**config.mk**
```make
export PLATFORM = sky130hd
export DESIGN_NAME = mcu_memory_map_controller
export DESIGN_NICKNAME = d
export VERILOG_FILES = /design/src/mmc_decode.v /design/src/mcu_memory_map_controller.v
export VERILOG_INCLUDE_DIRS = /design/src
export SDC_FILE = /design/constraint.sdc
export NUM_CORES = 1
export LEC_CHECK = 0
export BUFFER_PORTS_ARGS = -buffer_cell sky130_fd_sc_hd__buf_2
export CORE_AREA = 2 2 97 109
export CTS_CLUSTER_DIAMETER = 120
export DETAILED_ROUTE_END_ITERATION = 10
export DIE_AREA = 0 0 99 111
export PLACE_DENSITY = 0.84
export SYNTH_ARGS = -nofsm -noshare
export SYNTH_HDL_FRONTEND = slang
export SYNTH_SLANG_ARGS = --single-unit
```
**constraint.sdc**
```tcl
create_clock -name i_sys_clk -period 5 [get_ports i_sys_clk]
set_input_delay 0.25 -clock i_sys_clk [delete_from_list [all_inputs] [get_ports i_sys_clk]]
set_output_delay 0.25 -clock i_sys_clk [all_outputs]
set_load 0.1 [all_outputs]
```
**src/mmc_regs.vh**
```
// Address map, reset values and timing constants of the memory map controller
`ifndef MMC_REGS_VH
`define MMC_REGS_VH

// Register port offsets
`define MMC_OFS_MODE          4'h0
`define MMC_OFS_PAGE          4'h1
`define MMC_OFS_DBG_PAGE      4'h2
`define MMC_OFS_STATUS        4'h3

// Reset values
`define MMC_PAGE_RESET        4'hE
`define MMC_DBG_PAGE_RESET    4'h0

// Fixed pages behind the unpaged local ranges
`define MMC_PAGE_FIXED_LOW    4'hC
`define MMC_PAGE_FIXED_MID    4'hD
`define MMC_PAGE_FIXED_TOP    4'hF
`define MMC_PAGE_DEBUG_ALIAS  4'hF

// Local map windows (top address bits)
`define MMC_LOC_WIN_LOW       2'b00
`define MMC_LOC_WIN_MID       2'b01
`define MMC_LOC_WIN_PAGED     2'b10
`define MMC_LOC_WIN_TOP       2'b11
`define MMC_LOC_DEBUG_HI      8'hFF
`define MMC_LOC_DEBUG_ALIAS   8'hBF

// Global map, 18 address bits
`define MMC_GLB_REG_TOP       18'h0_03FF
`define MMC_GLB_RAM_END       18'h0_4000
`define MMC_GLB_DFL_BOT       18'h0_4400
`define MMC_GLB_DFL_TOP       18'h0_53FF
`define MMC_GLB_PFL_END       19'h4_0000

// Default sizes
`define MMC_RAM_SIZE_DEF      18'h0_1800
`define MMC_FLASH_SIZE_DEF    19'h2_0000

// Target select codes
`define MMC_TGT_NONE          3'h0
`define MMC_TGT_REG           3'h1
`define MMC_TGT_RAM           3'h2
`define MMC_TGT_DFL           3'h3
`define MMC_TGT_PFL           3'h4
`define MMC_TGT_DEBUG         3'h5

// Debug starvation limit in cycles
`define MMC_DBG_STALL_LIMIT   8'h80

`endif

```
**src/mmc_decode.v**
```verilog
// Global address decoder: picks the target behind an 18-bit global address
`timescale 1ns/1ps
`default_nettype none
`include "mmc_regs.vh"

module mmc_decode #(
  parameter [17:0] RAM_SIZE   = `MMC_RAM_SIZE_DEF,
  parameter [18:0] FLASH_SIZE = `MMC_FLASH_SIZE_DEF
) (
  input  wire [17:0] i_glb_addr,
  input  wire        i_debug_sel,
  output reg  [2:0]  o_target
);

  wire [18:0] glb_ext  = {1'b0, i_glb_addr};
  wire [17:0] ram_low  = `MMC_GLB_RAM_END - RAM_SIZE;
  wire [18:0] pfl_low  = `MMC_GLB_PFL_END - FLASH_SIZE;

  always @* begin
    if (i_debug_sel) begin
      o_target = `MMC_TGT_DEBUG;
    end else if (i_glb_addr <= `MMC_GLB_REG_TOP) begin
      o_target = `MMC_TGT_REG;
    end else if (i_glb_addr >= ram_low && i_glb_addr < `MMC_GLB_RAM_END) begin
      o_target = `MMC_TGT_RAM;
    end else if (i_glb_addr >= `MMC_GLB_DFL_BOT && i_glb_addr <= `MMC_GLB_DFL_TOP) begin
      o_target = `MMC_TGT_DFL;
    end else if (glb_ext >= pfl_low) begin
      o_target = `MMC_TGT_PFL;
    end else begin
      o_target = `MMC_TGT_NONE;
    end
  end

endmodule // mmc_decode
`default_nettype wire

```
**src/mcu_memory_map_controller.v**
```verilog
// Memory map controller: mode, paging, global decode, illegal access reset, arbitration
//
// Chosen here: the register addresses and the strobed register port.
`timescale 1ns/1ps
`default_nettype none
`include "mmc_regs.vh"

module mcu_memory_map_controller #(
  parameter [17:0] RAM_SIZE   = `MMC_RAM_SIZE_DEF,
  parameter [18:0] FLASH_SIZE = `MMC_FLASH_SIZE_DEF
) (
  input  wire        i_sys_clk,
  input  wire        i_rst_b,
  // Operating mode pin, captured after reset release
  input  wire        i_operating_mode_select,
  input  wire        i_debug_exit,
  // Register port
  input  wire [3:0]  i_reg_addr,
  input  wire [7:0]  i_reg_wdata,
  input  wire        i_reg_wr,
  input  wire        i_reg_rd,
  output reg  [7:0]  o_reg_rdata,
  // CPU master
  input  wire        i_cpu_req,
  input  wire        i_cpu_we,
  input  wire        i_cpu_word,
  input  wire [15:0] i_cpu_addr,
  input  wire [15:0] i_cpu_wdata,
  input  wire        i_cpu_op_end,
  input  wire        i_cpu_page_wr,
  input  wire [3:0]  i_cpu_page_wdata,
  output wire        o_cpu_grant,
  output reg  [15:0] o_cpu_rdata,
  output wire [3:0]  o_cpu_page,
  // Debug master
  input  wire        i_dbg_req,
  input  wire        i_dbg_we,
  input  wire [15:0] i_dbg_addr,
  input  wire [15:0] i_dbg_wdata,
  input  wire        i_dbg_cycle,
  input  wire        i_dbg_page_en,
  input  wire        i_dbg_cmd_uses_page,
  output wire        o_dbg_grant,
  output reg  [15:0] o_dbg_rdata,
  // Target bus
  output reg  [17:0] o_tgt_addr,
  output reg  [15:0] o_tgt_wdata,
  output reg         o_tgt_we,
  output reg         o_tgt_word,
  output reg  [2:0]  o_tgt_sel,
  input  wire [15:0] i_tgt_rdata,
  // System status
  output wire        o_background_debug_mode,
  output wire        o_special_mode,
  output reg         o_illegal_reset,
  output wire        o_ext_bus_en,
  output wire        o_irq
);

  ////////////////////////////////////////////////////////////////////////////
  // Reset synchroniser
  reg [1:0] rst_sync_r;
  wire      rst_b = rst_sync_r[1];

  always @(posedge i_sys_clk or negedge i_rst_b) begin
    if (!i_rst_b) begin
      rst_sync_r <= 2'b00;
    end else begin
      rst_sync_r <= {rst_sync_r[0], 1'b1};
    end
  end

  ////////////////////////////////////////////////////////////////////////////
  // Mode pin synchroniser: level captured once, when stages 2 and 3 first agree
  reg [2:0] mode_pin_r;
  reg [2:0] mode_vld_r;
  reg       mode_captured_r;
  reg       special_mode_r;
  reg       dbg_active_r;

  // The valid chain keeps the reset zeros of the pin chain from posing as a low pin
  always @(posedge i_sys_clk or negedge rst_b) begin
    if (!rst_b) begin
      mode_pin_r <= 3'b000;
      mode_vld_r <= 3'b000;
    end else begin
      mode_pin_r <= {mode_pin_r[1:0], i_operating_mode_select};
      mode_vld_r <= {mode_vld_r[1:0], 1'b1};
    end
  end

  wire mode_pin_stable = mode_vld_r[2] && (mode_pin_r[1] == mode_pin_r[2]);

  // Mode bit high means normal single chip; low means special
  always @(posedge i_sys_clk or negedge rst_b) begin
    if (!rst_b) begin
      mode_captured_r <= 1'b0;
      special_mode_r  <= 1'b0;
      dbg_active_r    <= 1'b0;
    end else begin
      if (!mode_captured_r && mode_pin_stable) begin
        mode_captured_r <= 1'b1;
        special_mode_r  <= ~mode_pin_r[2];
        dbg_active_r    <= ~mode_pin_r[2];
      end else if (i_reg_wr && i_reg_addr == `MMC_OFS_MODE && special_mode_r
                   && i_reg_wdata[7]) begin
        // Only special to normal is permitted; never back
        special_mode_r <= 1'b0;
      end
      if (mode_captured_r && i_debug_exit) begin
        dbg_active_r <= 1'b0;
      end
    end
  end

  assign o_background_debug_mode = dbg_active_r;
  assign o_special_mode          = special_mode_r;
  assign o_ext_bus_en            = 1'b0;
  assign o_irq                   = 1'b0;

  ////////////////////////////////////////////////////////////////////////////
  // Page index registers
  reg [3:0] page_r;
  reg [3:0] dbg_page_r;

  always @(posedge i_sys_clk or negedge rst_b) begin
    if (!rst_b) begin
      page_r     <= `MMC_PAGE_RESET;
      dbg_page_r <= `MMC_DBG_PAGE_RESET;
    end else begin
      // Far call/return write lands the same cycle, well before the instruction ends
      if (i_cpu_page_wr) begin
        page_r <= i_cpu_page_wdata;
      end else if (i_reg_wr && i_reg_addr == `MMC_OFS_PAGE) begin
        page_r <= i_reg_wdata[3:0];
      end
      if (i_reg_wr && i_reg_addr == `MMC_OFS_DBG_PAGE) begin
        dbg_page_r <= i_reg_wdata[3:0];
      end
    end
  end

  assign o_cpu_page = page_r;

  ////////////////////////////////////////////////////////////////////////////
  // Local to global expansion, shared by both masters
  wire [17:0] ram_low = `MMC_GLB_RAM_END - RAM_SIZE;

  function [17:0] expand;
    input [15:0] loc;
    input [3:0]  page;
    reg   [3:0]  pg;
    begin
      case (loc[15:14])
        `MMC_LOC_WIN_LOW:   pg = `MMC_PAGE_FIXED_LOW;
        `MMC_LOC_WIN_MID:   pg = `MMC_PAGE_FIXED_MID;
        `MMC_LOC_WIN_PAGED: pg = page;
        `MMC_LOC_WIN_TOP:   pg = `MMC_PAGE_FIXED_TOP;
        default:            pg = page;
      endcase
      // Registers and RAM cover their part of the low fixed page at their own global spot
      if (loc[15:14] == `MMC_LOC_WIN_LOW &&
          ({4'h0, loc[13:0]} <= `MMC_GLB_REG_TOP || {4'h0, loc[13:0]} >= ram_low)) begin
        expand = {4'h0, loc[13:0]};
      end else begin
        expand = {pg, loc[13:0]};
      end
    end
  endfunction

  // Debug resources visible only in debug cycles while active
  function debug_hit;
    input [15:0] loc;
    input [3:0]  page;
    input        active;
    input        cyc;
    begin
      debug_hit = active && cyc &&
                  (loc[15:8] == `MMC_LOC_DEBUG_HI ||
                   (loc[15:8] == `MMC_LOC_DEBUG_ALIAS &&
                    page == `MMC_PAGE_DEBUG_ALIAS));
    end
  endfunction

  wire [3:0]  dbg_eff_page = (i_dbg_page_en && i_dbg_cmd_uses_page)
                             ? dbg_page_r : page_r;
  wire [17:0] cpu_glb      = expand(i_cpu_addr, page_r);
  wire [17:0] dbg_glb      = expand(i_dbg_addr, dbg_eff_page);
  // Firmware commands run by the CPU in active debug also reach debug space
  wire        cpu_dbg_hit  = debug_hit(i_cpu_addr, page_r, dbg_active_r, i_dbg_cycle);
  wire        dbg_dbg_hit  = debug_hit(i_dbg_addr, page_r, dbg_active_r, i_dbg_cycle);

  wire [2:0]  cpu_tgt;
  wire [2:0]  dbg_tgt;

  mmc_decode #(
    .RAM_SIZE   (RAM_SIZE),
    .FLASH_SIZE (FLASH_SIZE)
  ) u_cpu_dec (
    .i_glb_addr  (cpu_glb),
    .i_debug_sel (cpu_dbg_hit),
    .o_target    (cpu_tgt)
  );

  mmc_decode #(
    .RAM_SIZE   (RAM_SIZE),
    .FLASH_SIZE (FLASH_SIZE)
  ) u_dbg_dec (
    .i_glb_addr  (dbg_glb),
    .i_debug_sel (dbg_dbg_hit),
    .o_target    (dbg_tgt)
  );

  ////////////////////////////////////////////////////////////////////////////
  // Arbitration: single shared target bus
  reg [7:0] stall_cnt_r;
  reg       dbg_prio_r;

  wire both_req  = i_cpu_req && i_dbg_req;
  wire dbg_wins  = i_dbg_req && (!i_cpu_req || dbg_prio_r);
  assign o_dbg_grant = dbg_wins;
  assign o_cpu_grant = i_cpu_req && !dbg_wins;

  always @(posedge i_sys_clk or negedge rst_b) begin
    if (!rst_b) begin
      stall_cnt_r <= 8'h00;
      dbg_prio_r  <= 1'b0;
    end else begin
      if (!i_dbg_req || dbg_wins) begin
        stall_cnt_r <= 8'h00;
      end else if (both_req && stall_cnt_r != `MMC_DBG_STALL_LIMIT) begin
        stall_cnt_r <= stall_cnt_r + 8'h01;
      end
      // Hand over only at the CPU's operation boundary
      if (!i_dbg_req || dbg_wins) begin
        dbg_prio_r <= 1'b0;
      end else if (stall_cnt_r == `MMC_DBG_STALL_LIMIT && i_cpu_op_end) begin
        dbg_prio_r <= 1'b1;
      end
    end
  end

  // Target bus and read data
  reg         cpu_rd_pend_r;
  reg         cpu_rd_word_r;
  reg         cpu_rd_odd_r;
  reg         dbg_rd_pend_r;

  always @(posedge i_sys_clk or negedge rst_b) begin
    if (!rst_b) begin
      o_tgt_addr      <= 18'h0_0000;
      o_tgt_wdata     <= 16'h0000;
      o_tgt_we        <= 1'b0;
      o_tgt_word      <= 1'b0;
      o_tgt_sel       <= `MMC_TGT_NONE;
      o_cpu_rdata     <= 16'h0000;
      o_dbg_rdata     <= 16'h0000;
      o_illegal_reset <= 1'b0;
      cpu_rd_pend_r   <= 1'b0;
      cpu_rd_word_r   <= 1'b0;
      cpu_rd_odd_r    <= 1'b0;
      dbg_rd_pend_r   <= 1'b0;
    end else begin
      o_illegal_reset <= 1'b0;
      cpu_rd_pend_r   <= 1'b0;
      dbg_rd_pend_r   <= 1'b0;
      if (dbg_wins) begin
        o_tgt_addr    <= dbg_glb;
        o_tgt_wdata   <= i_dbg_wdata;
        o_tgt_we      <= i_dbg_we;
        o_tgt_word    <= 1'b1;
        o_tgt_sel     <= dbg_tgt;
        dbg_rd_pend_r <= !i_dbg_we;
      end else if (o_cpu_grant) begin
        o_tgt_addr    <= cpu_glb;
        o_tgt_wdata   <= i_cpu_wdata;
        o_tgt_we      <= i_cpu_we;
        o_tgt_word    <= i_cpu_word;
        o_tgt_sel     <= cpu_tgt;
        cpu_rd_pend_r <= !i_cpu_we;
        cpu_rd_word_r <= i_cpu_word;
        cpu_rd_odd_r  <= i_cpu_addr[0];
        if (cpu_tgt == `MMC_TGT_NONE && !i_dbg_cycle) begin
          o_illegal_reset <= 1'b1;
        end
      end else begin
        o_tgt_sel <= `MMC_TGT_NONE;
        o_tgt_we  <= 1'b0;
      end
      // Targets answer the address once it stands, so read data are taken a cycle later
      if (cpu_rd_pend_r) begin
        // Byte reads from odd addresses come back in the low lane
        o_cpu_rdata <= (!cpu_rd_word_r && cpu_rd_odd_r) ? {8'h00, i_tgt_rdata[7:0]}
                     : (!cpu_rd_word_r) ? {8'h00, i_tgt_rdata[15:8]}
                     : i_tgt_rdata;
      end
      if (dbg_rd_pend_r) begin
        o_dbg_rdata <= i_tgt_rdata;
      end
    end
  end

  ////////////////////////////////////////////////////////////////////////////
  // Register port reads
  always @(posedge i_sys_clk or negedge rst_b) begin
    if (!rst_b) begin
      o_reg_rdata <= 8'h00;
    end else if (i_reg_rd) begin
      case (i_reg_addr)
        `MMC_OFS_MODE:     o_reg_rdata <= {~special_mode_r, 7'h00};
        `MMC_OFS_PAGE:     o_reg_rdata <= {4'h0, page_r};
        `MMC_OFS_DBG_PAGE: o_reg_rdata <= {4'h0, dbg_page_r};
        `MMC_OFS_STATUS:   o_reg_rdata <= {6'h00, dbg_prio_r, dbg_active_r};
        default:           o_reg_rdata <= 8'h00;
      endcase
    end
  end

endmodule // mcu_memory_map_controller
`default_nettype wire

```
==> flow_metrics.tcl, run 1 <==
set metrics [dict create \
    status "finished clean" \
    nNetsFinal 774 \
    grt_pass1_wl_mm 20.40 \
    final_layout_size_suffix_gt1_frac 0.3459 \
    whs_path_depth 1 \
    grt_remaining_overflow 0 \
    crit_path_end "o_dbg_grant" \
    max_slew.worst_pin.slew_ns 0.8696 \
    antenna-diode-count 0 \
    max_freq_mhz 362.8 \
    vias_in_the_first_global_route 4251 \
    start_util 0.5044 \
    rr_worst_depth 6 \
    antenna_violating_nets_post_route 0 \
    finalSetupTns_ns 0 \
    wl_per_cell_um 15.62 \
    layout.cells.most_common "sky130_fd_sc_hd__buf_2" \
    cts.path.max_buffers 2 \
    gp_routability_congestion 0.9047 \
    placementRows 39 \
    synth.distinct_cells 56 \
    rsz0062_at_grt "false" \
    die-width_um 99 \
    worstSkewPairLatency_ns 0.34 \
    synth_seq_cells 109 \
    switching_share 0.4259 \
    maximum_number_of_pins_on_one_net_before_global_route_repair 70 \
    yosysTopAreaCellShare 0.5257 \
    finalMaxSlewViolations 0 \
    internal_power_mw 1.605 \
    synth-main-ff-cell "sky130_fd_sc_hd__dfrtp_1" \
    grt_antenna_before_repair 1 \
    area_growth_pct 26.80 \
    leakagePower_nw 3.131 \
    postSynth.asyncResetShare 1.000 \
    detail_route.iter0.violations 217 \
    worstSetupPathType "flop to output pin" \
    clock_skew_ns 0.009387 \
    arrival_time_at_the_worst_endpoint_ns 2.51 \
    number_of_enable_flip_flop_cells_after_synthesis 0 \
    post-route-drc-count 0 \
    pin_count 202 \
    postSynthCellCount 475 \
    wirelength_mm 12.31 \
    min_from "i_operating_mode_select" \
    cp-start-kind "flop" \
    post_placement_setup_slack_ns 2.295 \
    vias 4277 \
    final_critical_path_setup_slack_ns 2.244 \
    netSwitchingPower_mw 1.191 \
    synth-warning-count 0 \
    cts_sinks 109 \
    number_of_buffers_added_on_ports 193 \
    floorplan.die_area_um2 10990 \
    setup.worst_path.end_class "output pin" \
    critical_path.max_fanout 41 \
    iteration_count_of_the_initial_detailed_routing_pass 4 \
    ys_top_cells_by_area "sky130_fd_sc_hd__dfrtp_1, sky130_fd_sc_hd__mux2i_1, sky130_fd_sc_hd__o21ai_1" \
    timing.final.setup_violations 0 \
    post_cts.repair.setup_buffers 0 \
    final.min_clock_period_ns 2.756 \
    cts_root_buffer "sky130_fd_sc_hd__clkbuf_16" \
    clock_power_share 0.271 \
    chipHeight_um 111 \
    syn_area_per_cell_um2 10.62 \
    rr_startpoint "dbg_prio_r" \
    hpwl_mm 9.206 \
    worstHoldPathType "input port to flop" \
    htree_num_levels 3 \
    final_cell_mix "sky130_fd_sc_hd__buf_2, sky130_fd_sc_hd__dfrtp_1, sky130_fd_sc_hd__nand2_1" \
    max-vdd-ir-drop_mv 0.2075 \
    cellPowerDensity_nw_per_um2 437.0 \
    power.share.combinational 0.350 \
    avgViaCountPerCell 5.428 \
    coreArea_um2 10000 \
    clk_pin_slew_worst_paths_ns 0.07 \
    power.sequential.fraction 0.379 \
    critical_path_required_ns 4.75 \
    globalRouteTotalUtil 0.2290 \
    p_total_mw 2.796 \
    ys_seq_area_frac 0.5413 \
    slew-limit-headroom 0.4203 \
    number_of_buffers_added_by_the_clock_tree_synthesis_step 9 \
    netlist.top_cell.by_area "sky130_fd_sc_hd__dfrtp_1" \
    regToRegEndpoint "o_tgt_sel[0]" \
    reg2reg_slack_ns 2.76 \
    final.period_utilization 0.5513 \
    netlist_area_um2 5046 \
    timing.critical_path.from "dbg_prio_r" \
    clock_tree_from_tritoncts "done" \
    hold_violations 0 \
    ctsResizeCount 0 \
    drv_cap 0 \
]
cell type report:
type	count	area (um^2)
fillers	811	3605
inverters	21	78.83
flip-flops and latches	109	2735
well taps	123	153.9
clock inverters	4	72.57
clock buffers	12	246.5
repair buffers	197	998.5
multi-input cells	322	2113
cells by family (layout without fill, tap and decap cells):
kind of cell	count (synthesis)	in the layout	synth area share
other	2	7	0.001488
AOI/OAI and AO/OA	100	100	0.1205
adders and majority gates	2	2	0.004958
xor gates and xnor gates	8	8	0.01388
muxes	74	74	0.1532
DFF	109	109	0.5413
and+or+nand+nor	131	131	0.1210
buffers and inverters	49	234	0.04364
timing repair:
item                                   in CTS  in global routing
setup endpoints to repair                   0                  0
endpoints found under the hold margin       2                  0
hold buffers                                1                  0
synthesized netlist by cell type, drive strengths merged, types with 6 or more instances:
master / instances
a21oi: 17
buf: 10
clkbuf: 18
dfrtp: 106
inv: 21
mux2: 26
mux2i: 48
nand2: 52
nand3: 18
nor2: 30
nor3: 6
o21ai: 51
o22ai: 6
critical path: stages, from the launching register on:
cell and delay, ns:
sky130_fd_sc_hd__dfrtp_1 0.41, sky130_fd_sc_hd__nand2b_1 0.12, sky130_fd_sc_hd__nand2_1 0.19, sky130_fd_sc_hd__inv_2 0.52, sky130_fd_sc_hd__buf_4 0.41, sky130_fd_sc_hd__buf_2 0.49
registers in the layout (all words and copies together), names as in the netlist, 2 cells and up:
register     flops
dbg_page_r       4
mode_pin_r       3
mode_vld_r       3
o_cpu_page       4
o_cpu_rdata     16
o_dbg_rdata     16
o_reg_rdata      5
o_tgt_addr      18
o_tgt_sel        3
o_tgt_wdata     16
rst_sync_r       2
stall_cnt_r      8
per-layer routing:
layer | part of all wire | routed length, um | track usage
met2 | 0.50 | 6175 | 0.3802
met4 | 0.025 | 308 | 0.09589
met1 | 0.40 | 4939 | 0.2905
met3 | 0.072 | 882 | 0.04729
met5 | 0 | 0 | 0
worst min-delay path by stage:
stage | end | slack (ns)
finish | mode_pin_r[0] | 0.02
global route | mode_pin_r[0] | 0.002
CTS | mode_pin_r[0] | 0.004
detailed placement | rst_sync_r[0] | 0.04
global placement | rst_sync_r[0] | 0.04
floorplan | rst_sync_r[0] | -0.05
power groups by stage:
stage / clock (mW) / sequential, mW / combinational, mW
after floorplan: 0 / 1.67 / 0.188
after global placement: 0 / 1.07 / 0.968
after detailed placement: 0 / 1.08 / 0.981
after CTS: 0.773 / 1.06 / 0.982
after global routing: 0.810 / 1.08 / 1.02
final: 0.758 / 1.06 / 0.978
stage by stage:
| step | std cells | cell area, um^2 | util | hold slack [ns] |
|---|---|---|---|---|
| 2_1_floorplan | 480 | 5065 | - | -0.04559 |
| 3_3_place_gp | 771 | 6070 | 0.6068 | 0.03543 |
| 3_5_place_dp | 771 | 6070 | 0.6068 | 0.03876 |
| 4_1_cts | 788 | 6399 | 0.6397 | 0.003967 |
| 5_1_grt | 788 | 6399 | 0.6397 | 0.001554 |
| 6_report | 788 | 6399 | 0.6397 | 0.01576 |
No activity file was read; power rests on OpenSTA's default activity.
==> inputs of run 2 (changes only) <==
--- a/config.mk
+++ b/config.mk
@@ -7,11 +7,11 @@
 export NUM_CORES = 1
 export LEC_CHECK = 0
 export BUFFER_PORTS_ARGS = -buffer_cell sky130_fd_sc_hd__buf_2
-export CORE_AREA = 2 2 97 109
+export CORE_AREA = 2 2 106 118
 export CTS_CLUSTER_DIAMETER = 120
 export DETAILED_ROUTE_END_ITERATION = 10
-export DIE_AREA = 0 0 99 111
-export PLACE_DENSITY = 0.84
+export DIE_AREA = 0 0 108 120
+export PLACE_DENSITY = 0.75
 export SYNTH_ARGS = -nofsm -noshare
 export SYNTH_HDL_FRONTEND = slang
 export SYNTH_SLANG_ARGS = --single-unit
==> constraint.sdc (replaced) <==
create_clock -name i_sys_clk -period 2.25 [get_ports i_sys_clk]
set_input_delay 0.1125 -clock i_sys_clk [delete_from_list [all_inputs] [get_ports i_sys_clk]]
set_output_delay 0.1125 -clock i_sys_clk [all_outputs]
set_load 0.1 [all_outputs]
==> flow_metrics.tcl, run 2 (synthesis results as in run 1) <==
set metrics [dict create \
    nNetsFinal 811 \
    htree_num_levels 3 \
    floorplan.die_area_um2 12960 \
    critical_path.max_fanout 61 \
    finalMaxSlewViolations 0 \
    vias 4355 \
    final_cell_mix "sky130_fd_sc_hd__buf_2, sky130_fd_sc_hd__dfrtp_1, sky130_fd_sc_hd__nand2_1" \
    max_freq_mhz 506.2 \
    timing.final.setup_violations 0 \
    worstHoldPathType "input port to flop" \
    chipHeight_um 120 \
    pin_count 202 \
    worstSkewPairLatency_ns 0.34 \
    final_layout_size_suffix_gt1_frac 0.3352 \
    maximum_number_of_pins_on_one_net_before_global_route_repair 62 \
    layoutNonFillerInstCount 855 \
    avgViaCountPerCell 5.094 \
    number_of_buffers_added_by_the_clock_tree_synthesis_step 9 \
    layout.cells.most_common "sky130_fd_sc_hd__buf_2" \
    drv_cap 0 \
    status "finished clean" \
    placed_cells_incl_taps 805 \
    coreArea_um2 11820 \
    grt_antenna_before_repair 0 \
    number_of_buffers_added_on_ports 193 \
    hold_violations 0 \
    largest_register_ff_count 18 \
    area_growth_pct 35.78 \
    iteration_count_of_the_initial_detailed_routing_pass 4 \
    vias_in_the_first_global_route 4394 \
    detail_route.iter0.violations 242 \
    clock_skew_ns 0.008335 \
    antenna-diode-count 0 \
    cp-start-kind "flop" \
    cts.path.max_buffers 2 \
    clk_pin_slew_worst_paths_ns 0.07 \
    final.period_utilization 0.8780 \
    cellPowerDensity_nw_per_um2 901.7 \
    antenna_violating_nets_post_route 0 \
    leakagePower_nw 3.302 \
    critical_path_required_ns 2.14 \
    post-route-drc-count 0 \
    area.sequential_um2 2735 \
    fillers 977 \
    final.min_clock_period_ns 1.975 \
    wirelength_mm 13.14 \
    grt_remaining_overflow 0 \
    setup.worst_path.end_class "output pin" \
    hpwl_mm 9.503 \
    multi_input_comb_area_um2 2117 \
    globalRouteTotalUtil 0.2064 \
    placementRows 42 \
    slew-limit-headroom 0.5569 \
    clock_tree_from_tritoncts "done" \
    cts_sinks 109 \
    die-width_um 108 \
    rsz0062_at_grt "false" \
    max-vdd-ir-drop_mv 0.5256 \
    arrival_time_at_the_worst_endpoint_ns 1.86 \
    wl_per_cell_um 15.37 \
    gp_routability_congestion 0.8094 \
    max_slew.worst_pin.slew_ns 0.6646 \
    worstSetupPathType "flop to output pin" \
    largest_register "o_tgt_addr" \
    cts_root_buffer "sky130_fd_sc_hd__clkbuf_16" \
    finalSetupTns_ns 0 \
    start_util 0.4268 \
    grt_pass1_wl_mm 21.18 \
]
## run 2: worst paths after layout
| kind | startpoint | endpoint | slack, ns | depth (start not counted) |
|---|---|---|---|---|
| worst max register to register | o_cpu_page[0] | o_tgt_sel[1] | 0.54 | 5 |
| min in group asynchronous | i_rst_b | rst_sync_r[0] | 0.10 | 2 |
| max in group asynchronous | rst_sync_r[1] | o_cpu_rdata[8] | 1.32 | 1 |
| worst max-delay path | dbg_prio_r | o_dbg_grant | 0.27 | 5 |
| worst min register to register | rst_sync_r[1] | o_tgt_addr[10] | 0.32 | 0 |
| worst min-delay path | i_dbg_wdata[15] | o_tgt_wdata[15] | 0.006 | 3 |
## run 2: metal layers
| layer | vias to the layer above | routed length, um | share of wire | global-route usage |
|---|---|---|---|---|
| met1 | 2107 | 5542 | 0.42 | 0.2557 |
| met2 | 145 | 6719 | 0.51 | 0.3581 |
| met3 | 9 | 740 | 0.056 | 0.04834 |
| met5 | - | 0 | 0 | 0 |
| li1 | 2094 | - | - | - |
| met4 | 0 | 137 | 0.010 | 0.05849 |
## run 2: final cells by class
class	count	area share
sequential	109	0.3992
multi-input combinational	322	0.3090
timing repair buffer	234	0.2085
clock buffer	10	0.03488
tap	154	0.02812
inverter	21	0.01150
clock inverter	5	0.008766
## run 2: power by group
part,switching (mW),internal [mW]
combinational,1.82,0.440
clock,0.690,0.891
sequential,0.162,2.18
total,2.67,3.51
## run 2: metrics by stage
step / hold slack, ns / power [mW] / cell area [um^2] / setup WS [ns] / utilization
floorplan: -0.1831 / 4.131 / 5070 / 0.1612 / -
global placement: -0.1019 / 4.558 / 6202 / 0.5633 / 0.5246
detailed placement: -0.09908 / 4.595 / 6202 / 0.5285 / 0.5246
CTS: 0.001413 / 6.240 / 6852 / 0.2478 / 0.5795
global route: 0.004307 / 6.430 / 6852 / 0.1448 / 0.5795
finish: 0.005740 / 6.178 / 6852 / 0.2745 / 0.5795
## run 2: critical path, cell delays in order, from the launching register on
cell                       delay, ns
sky130_fd_sc_hd__dfrtp_1        0.42
sky130_fd_sc_hd__nand2b_1       0.12
sky130_fd_sc_hd__nand2_1        0.20
sky130_fd_sc_hd__inv_2          0.25
sky130_fd_sc_hd__buf_12         0.27
sky130_fd_sc_hd__buf_12         0.21
## run 2: what timing repair did
action | CTS | global route
buffers inserted | 0 | 0
hold endpoints to repair | 36 | 0
hold buffers | 35 | 0
resized for setup | 0 | 0
==> inputs of run 3 (changes only) <==
--- a/config.mk
+++ b/config.mk
@@ -11,6 +11,8 @@
 export CTS_CLUSTER_DIAMETER = 120
 export DETAILED_ROUTE_END_ITERATION = 10
 export DIE_AREA = 0 0 108 120
+export HOLD_SLACK_MARGIN = 0.06
+export MAX_ROUTING_LAYER = met4
 export PLACE_DENSITY = 0.75
 export SYNTH_ARGS = -nofsm -noshare
 export SYNTH_HDL_FRONTEND = slang
==> flow_metrics.tcl, run 3 (synthesis results as in run 1) <==
set metrics [dict create \
    antenna-diode-count 0 \
    critical_path.max_fanout 61 \
    timing.critical_path.from "dbg_prio_r" \
    cts.path.max_buffers 2 \
    wl_per_cell_um 15.96 \
    worst_hold_slack_ns 0.07482 \
    drv_cap 0 \
    fin_area_um2 7388 \
    die-width_um 108 \
    timing.final.setup_violations 0 \
    vias_in_the_first_global_route 4908 \
    area_growth_pct 46.42 \
    pin_count 202 \
    worstSetupPathType "flop to flop" \
    grt_antenna_before_repair 0 \
    crit_path_end "o_tgt_wdata[0]" \
    final_cell_mix "sky130_fd_sc_hd__buf_2, sky130_fd_sc_hd__dfrtp_1, sky130_fd_sc_hd__dlygate4sd3_1" \
    setup.worst_path.end_class "flop" \
    chipHeight_um 120 \
    final.min_clock_period_ns 2.090 \
    number_of_buffers_added_on_ports 193 \
    wirelength_mm 14.51 \
    critical_path_required_ns 2.47 \
    post-route-drc-count 0 \
    critPathSlowestCell "sky130_fd_sc_hd__dlygate4sd3_1" \
    clk_pin_slew_worst_paths_ns 0.07 \
    start_util 0.4268 \
    hpwl_mm 9.603 \
    htree_num_levels 3 \
    finalSetupTns_ns 0 \
    max_slew.worst_pin.slew_ns 0.6994 \
    p_total_mw 6.341 \
    grt_remaining_overflow 0 \
    cellPowerDensity_nw_per_um2 858.3 \
    cts_sinks 109 \
    cp_slowest_stage_delay_ns 0.57 \
    layoutNonFillerInstCount 909 \
    rr_startpoint "dbg_prio_r" \
    final.period_utilization 0.9289 \
    max-vdd-ir-drop_mv 0.5455 \
    worstSkewPairLatency_ns 0.34 \
    regToRegEndpoint "o_tgt_wdata[0]" \
    rr_worst_depth 7 \
    arrival_time_at_the_worst_endpoint_ns 2.31 \
    rsz0062_at_grt "false" \
    largest_register_ff_count 18 \
    worstHoldPathType "input port to flop" \
    floorplan.die_area_um2 12960 \
    multi_input_comb_area_um2 2120 \
    slew-limit-headroom 0.5338 \
    coreArea_um2 11820 \
    globalRouteTotalUtil 0.2377 \
    number_of_buffers_added_by_the_clock_tree_synthesis_step 9 \
    final_critical_path_setup_slack_ns 0.1599 \
    placement.cell_area_um2 6190 \
    cp-start-kind "flop" \
    finalMaxSlewViolations 0 \
    avgViaCountPerCell 5.177 \
    finish.utilization 0.6249 \
    maximum_number_of_pins_on_one_net_before_global_route_repair 62 \
    leakagePower_nw 3.531 \
    detail_route.iter0.violations 254 \
    status "finished clean" \
    area.sequential_um2 2735 \
    final_layout_size_suffix_gt1_frac 0.3113 \
    vias 4706 \
    nNetsFinal 864 \
    fillers 960 \
    hold_violations 0 \
    layout.cells.most_common "sky130_fd_sc_hd__buf_2" \
    cts_root_buffer "sky130_fd_sc_hd__clkbuf_16" \
    placed_cells_incl_taps 805 \
    gp_routability_congestion 0.8219 \
    antenna_violating_nets_post_route 0 \
    clock_tree_from_tritoncts "done" \
    grt_pass1_wl_mm 23.61 \
    largest_register "o_tgt_addr" \
    post_placement_setup_slack_ns 0.5134 \
    placementRows 42 \
    reg2reg_slack_ns 0.16 \
    crit_path_cell_trace "nand2b_1 > nand2_2 > clkinv_4 > buf_16 > nand2_1 > o21ai_1 > dlygate4sd3_1" \
    iteration_count_of_the_initial_detailed_routing_pass 5 \
    clock_skew_ns 0.007246 \
    post_cts.repair.setup_buffers 0 \
    max_freq_mhz 478.5 \
]
## run 3: power by group
| group | internal [mW] | total [mW] | switching, mW |
|---|---|---|---|
| sequential | 2.18 | 2.34 | 0.162 |
| clock | 0.905 | 1.61 | 0.701 |
| combinational | 0.532 | 2.39 | 1.86 |
## run 3: layer usage
layer  GRT usage  routed length (um)  share of wire
met5           -                   0              0
met4     0.08413                 222          0.015
met3     0.03476                 776          0.053
met2      0.4147                7607           0.52
met1      0.2784                5904           0.41
## run 3: how the worst min path moves through the flow
| stage | start | end | slack, ns | depth (start not counted) |
|---|---|---|---|---|
| global route | i_cpu_wdata[6] | o_tgt_wdata[6] | 0.09 | 3 |
| detailed placement | i_rst_b | rst_sync_r[0] | -0.09 | 1 |
| CTS | i_cpu_wdata[6] | o_tgt_wdata[6] | 0.06 | 3 |
| floorplan | i_rst_b | rst_sync_r[0] | -0.18 | 0 |
| global placement | i_rst_b | rst_sync_r[0] | -0.10 | 1 |
| finish | i_cpu_addr[3] | o_tgt_addr[3] | 0.07 | 3 |
## run 3: final cells by class
| type | count | area share |
|---|---|---|
| Inverter | 21 | 0.01135 |
| Clock inverter | 4 | 0.007621 |
| Tap cell | 154 | 0.02608 |
| Clock buffer | 12 | 0.03336 |
| Multi-Input combinational cell | 322 | 0.2869 |
| Timing Repair Buffer | 287 | 0.2645 |
| Sequential cell | 109 | 0.3702 |
## run 3: timing repair
| item | in CTS | in global routing |
|---|---|---|
| resized for setup | 0 | 4 |
| setup endpoints to repair | 0 | 14 |
| hold endpoints to repair | 76 | 0 |
| hold buffers | 88 | 0 |
## run 3: worst max-delay path: cells and delay by family (launching register included)
kind	cells	cell delay (ns)
and+or+nand+nor	3	0.49
AOI/OAI and AO/OA	1	0.07
DFF	1	0.44
buffers and inverters	3	0.93
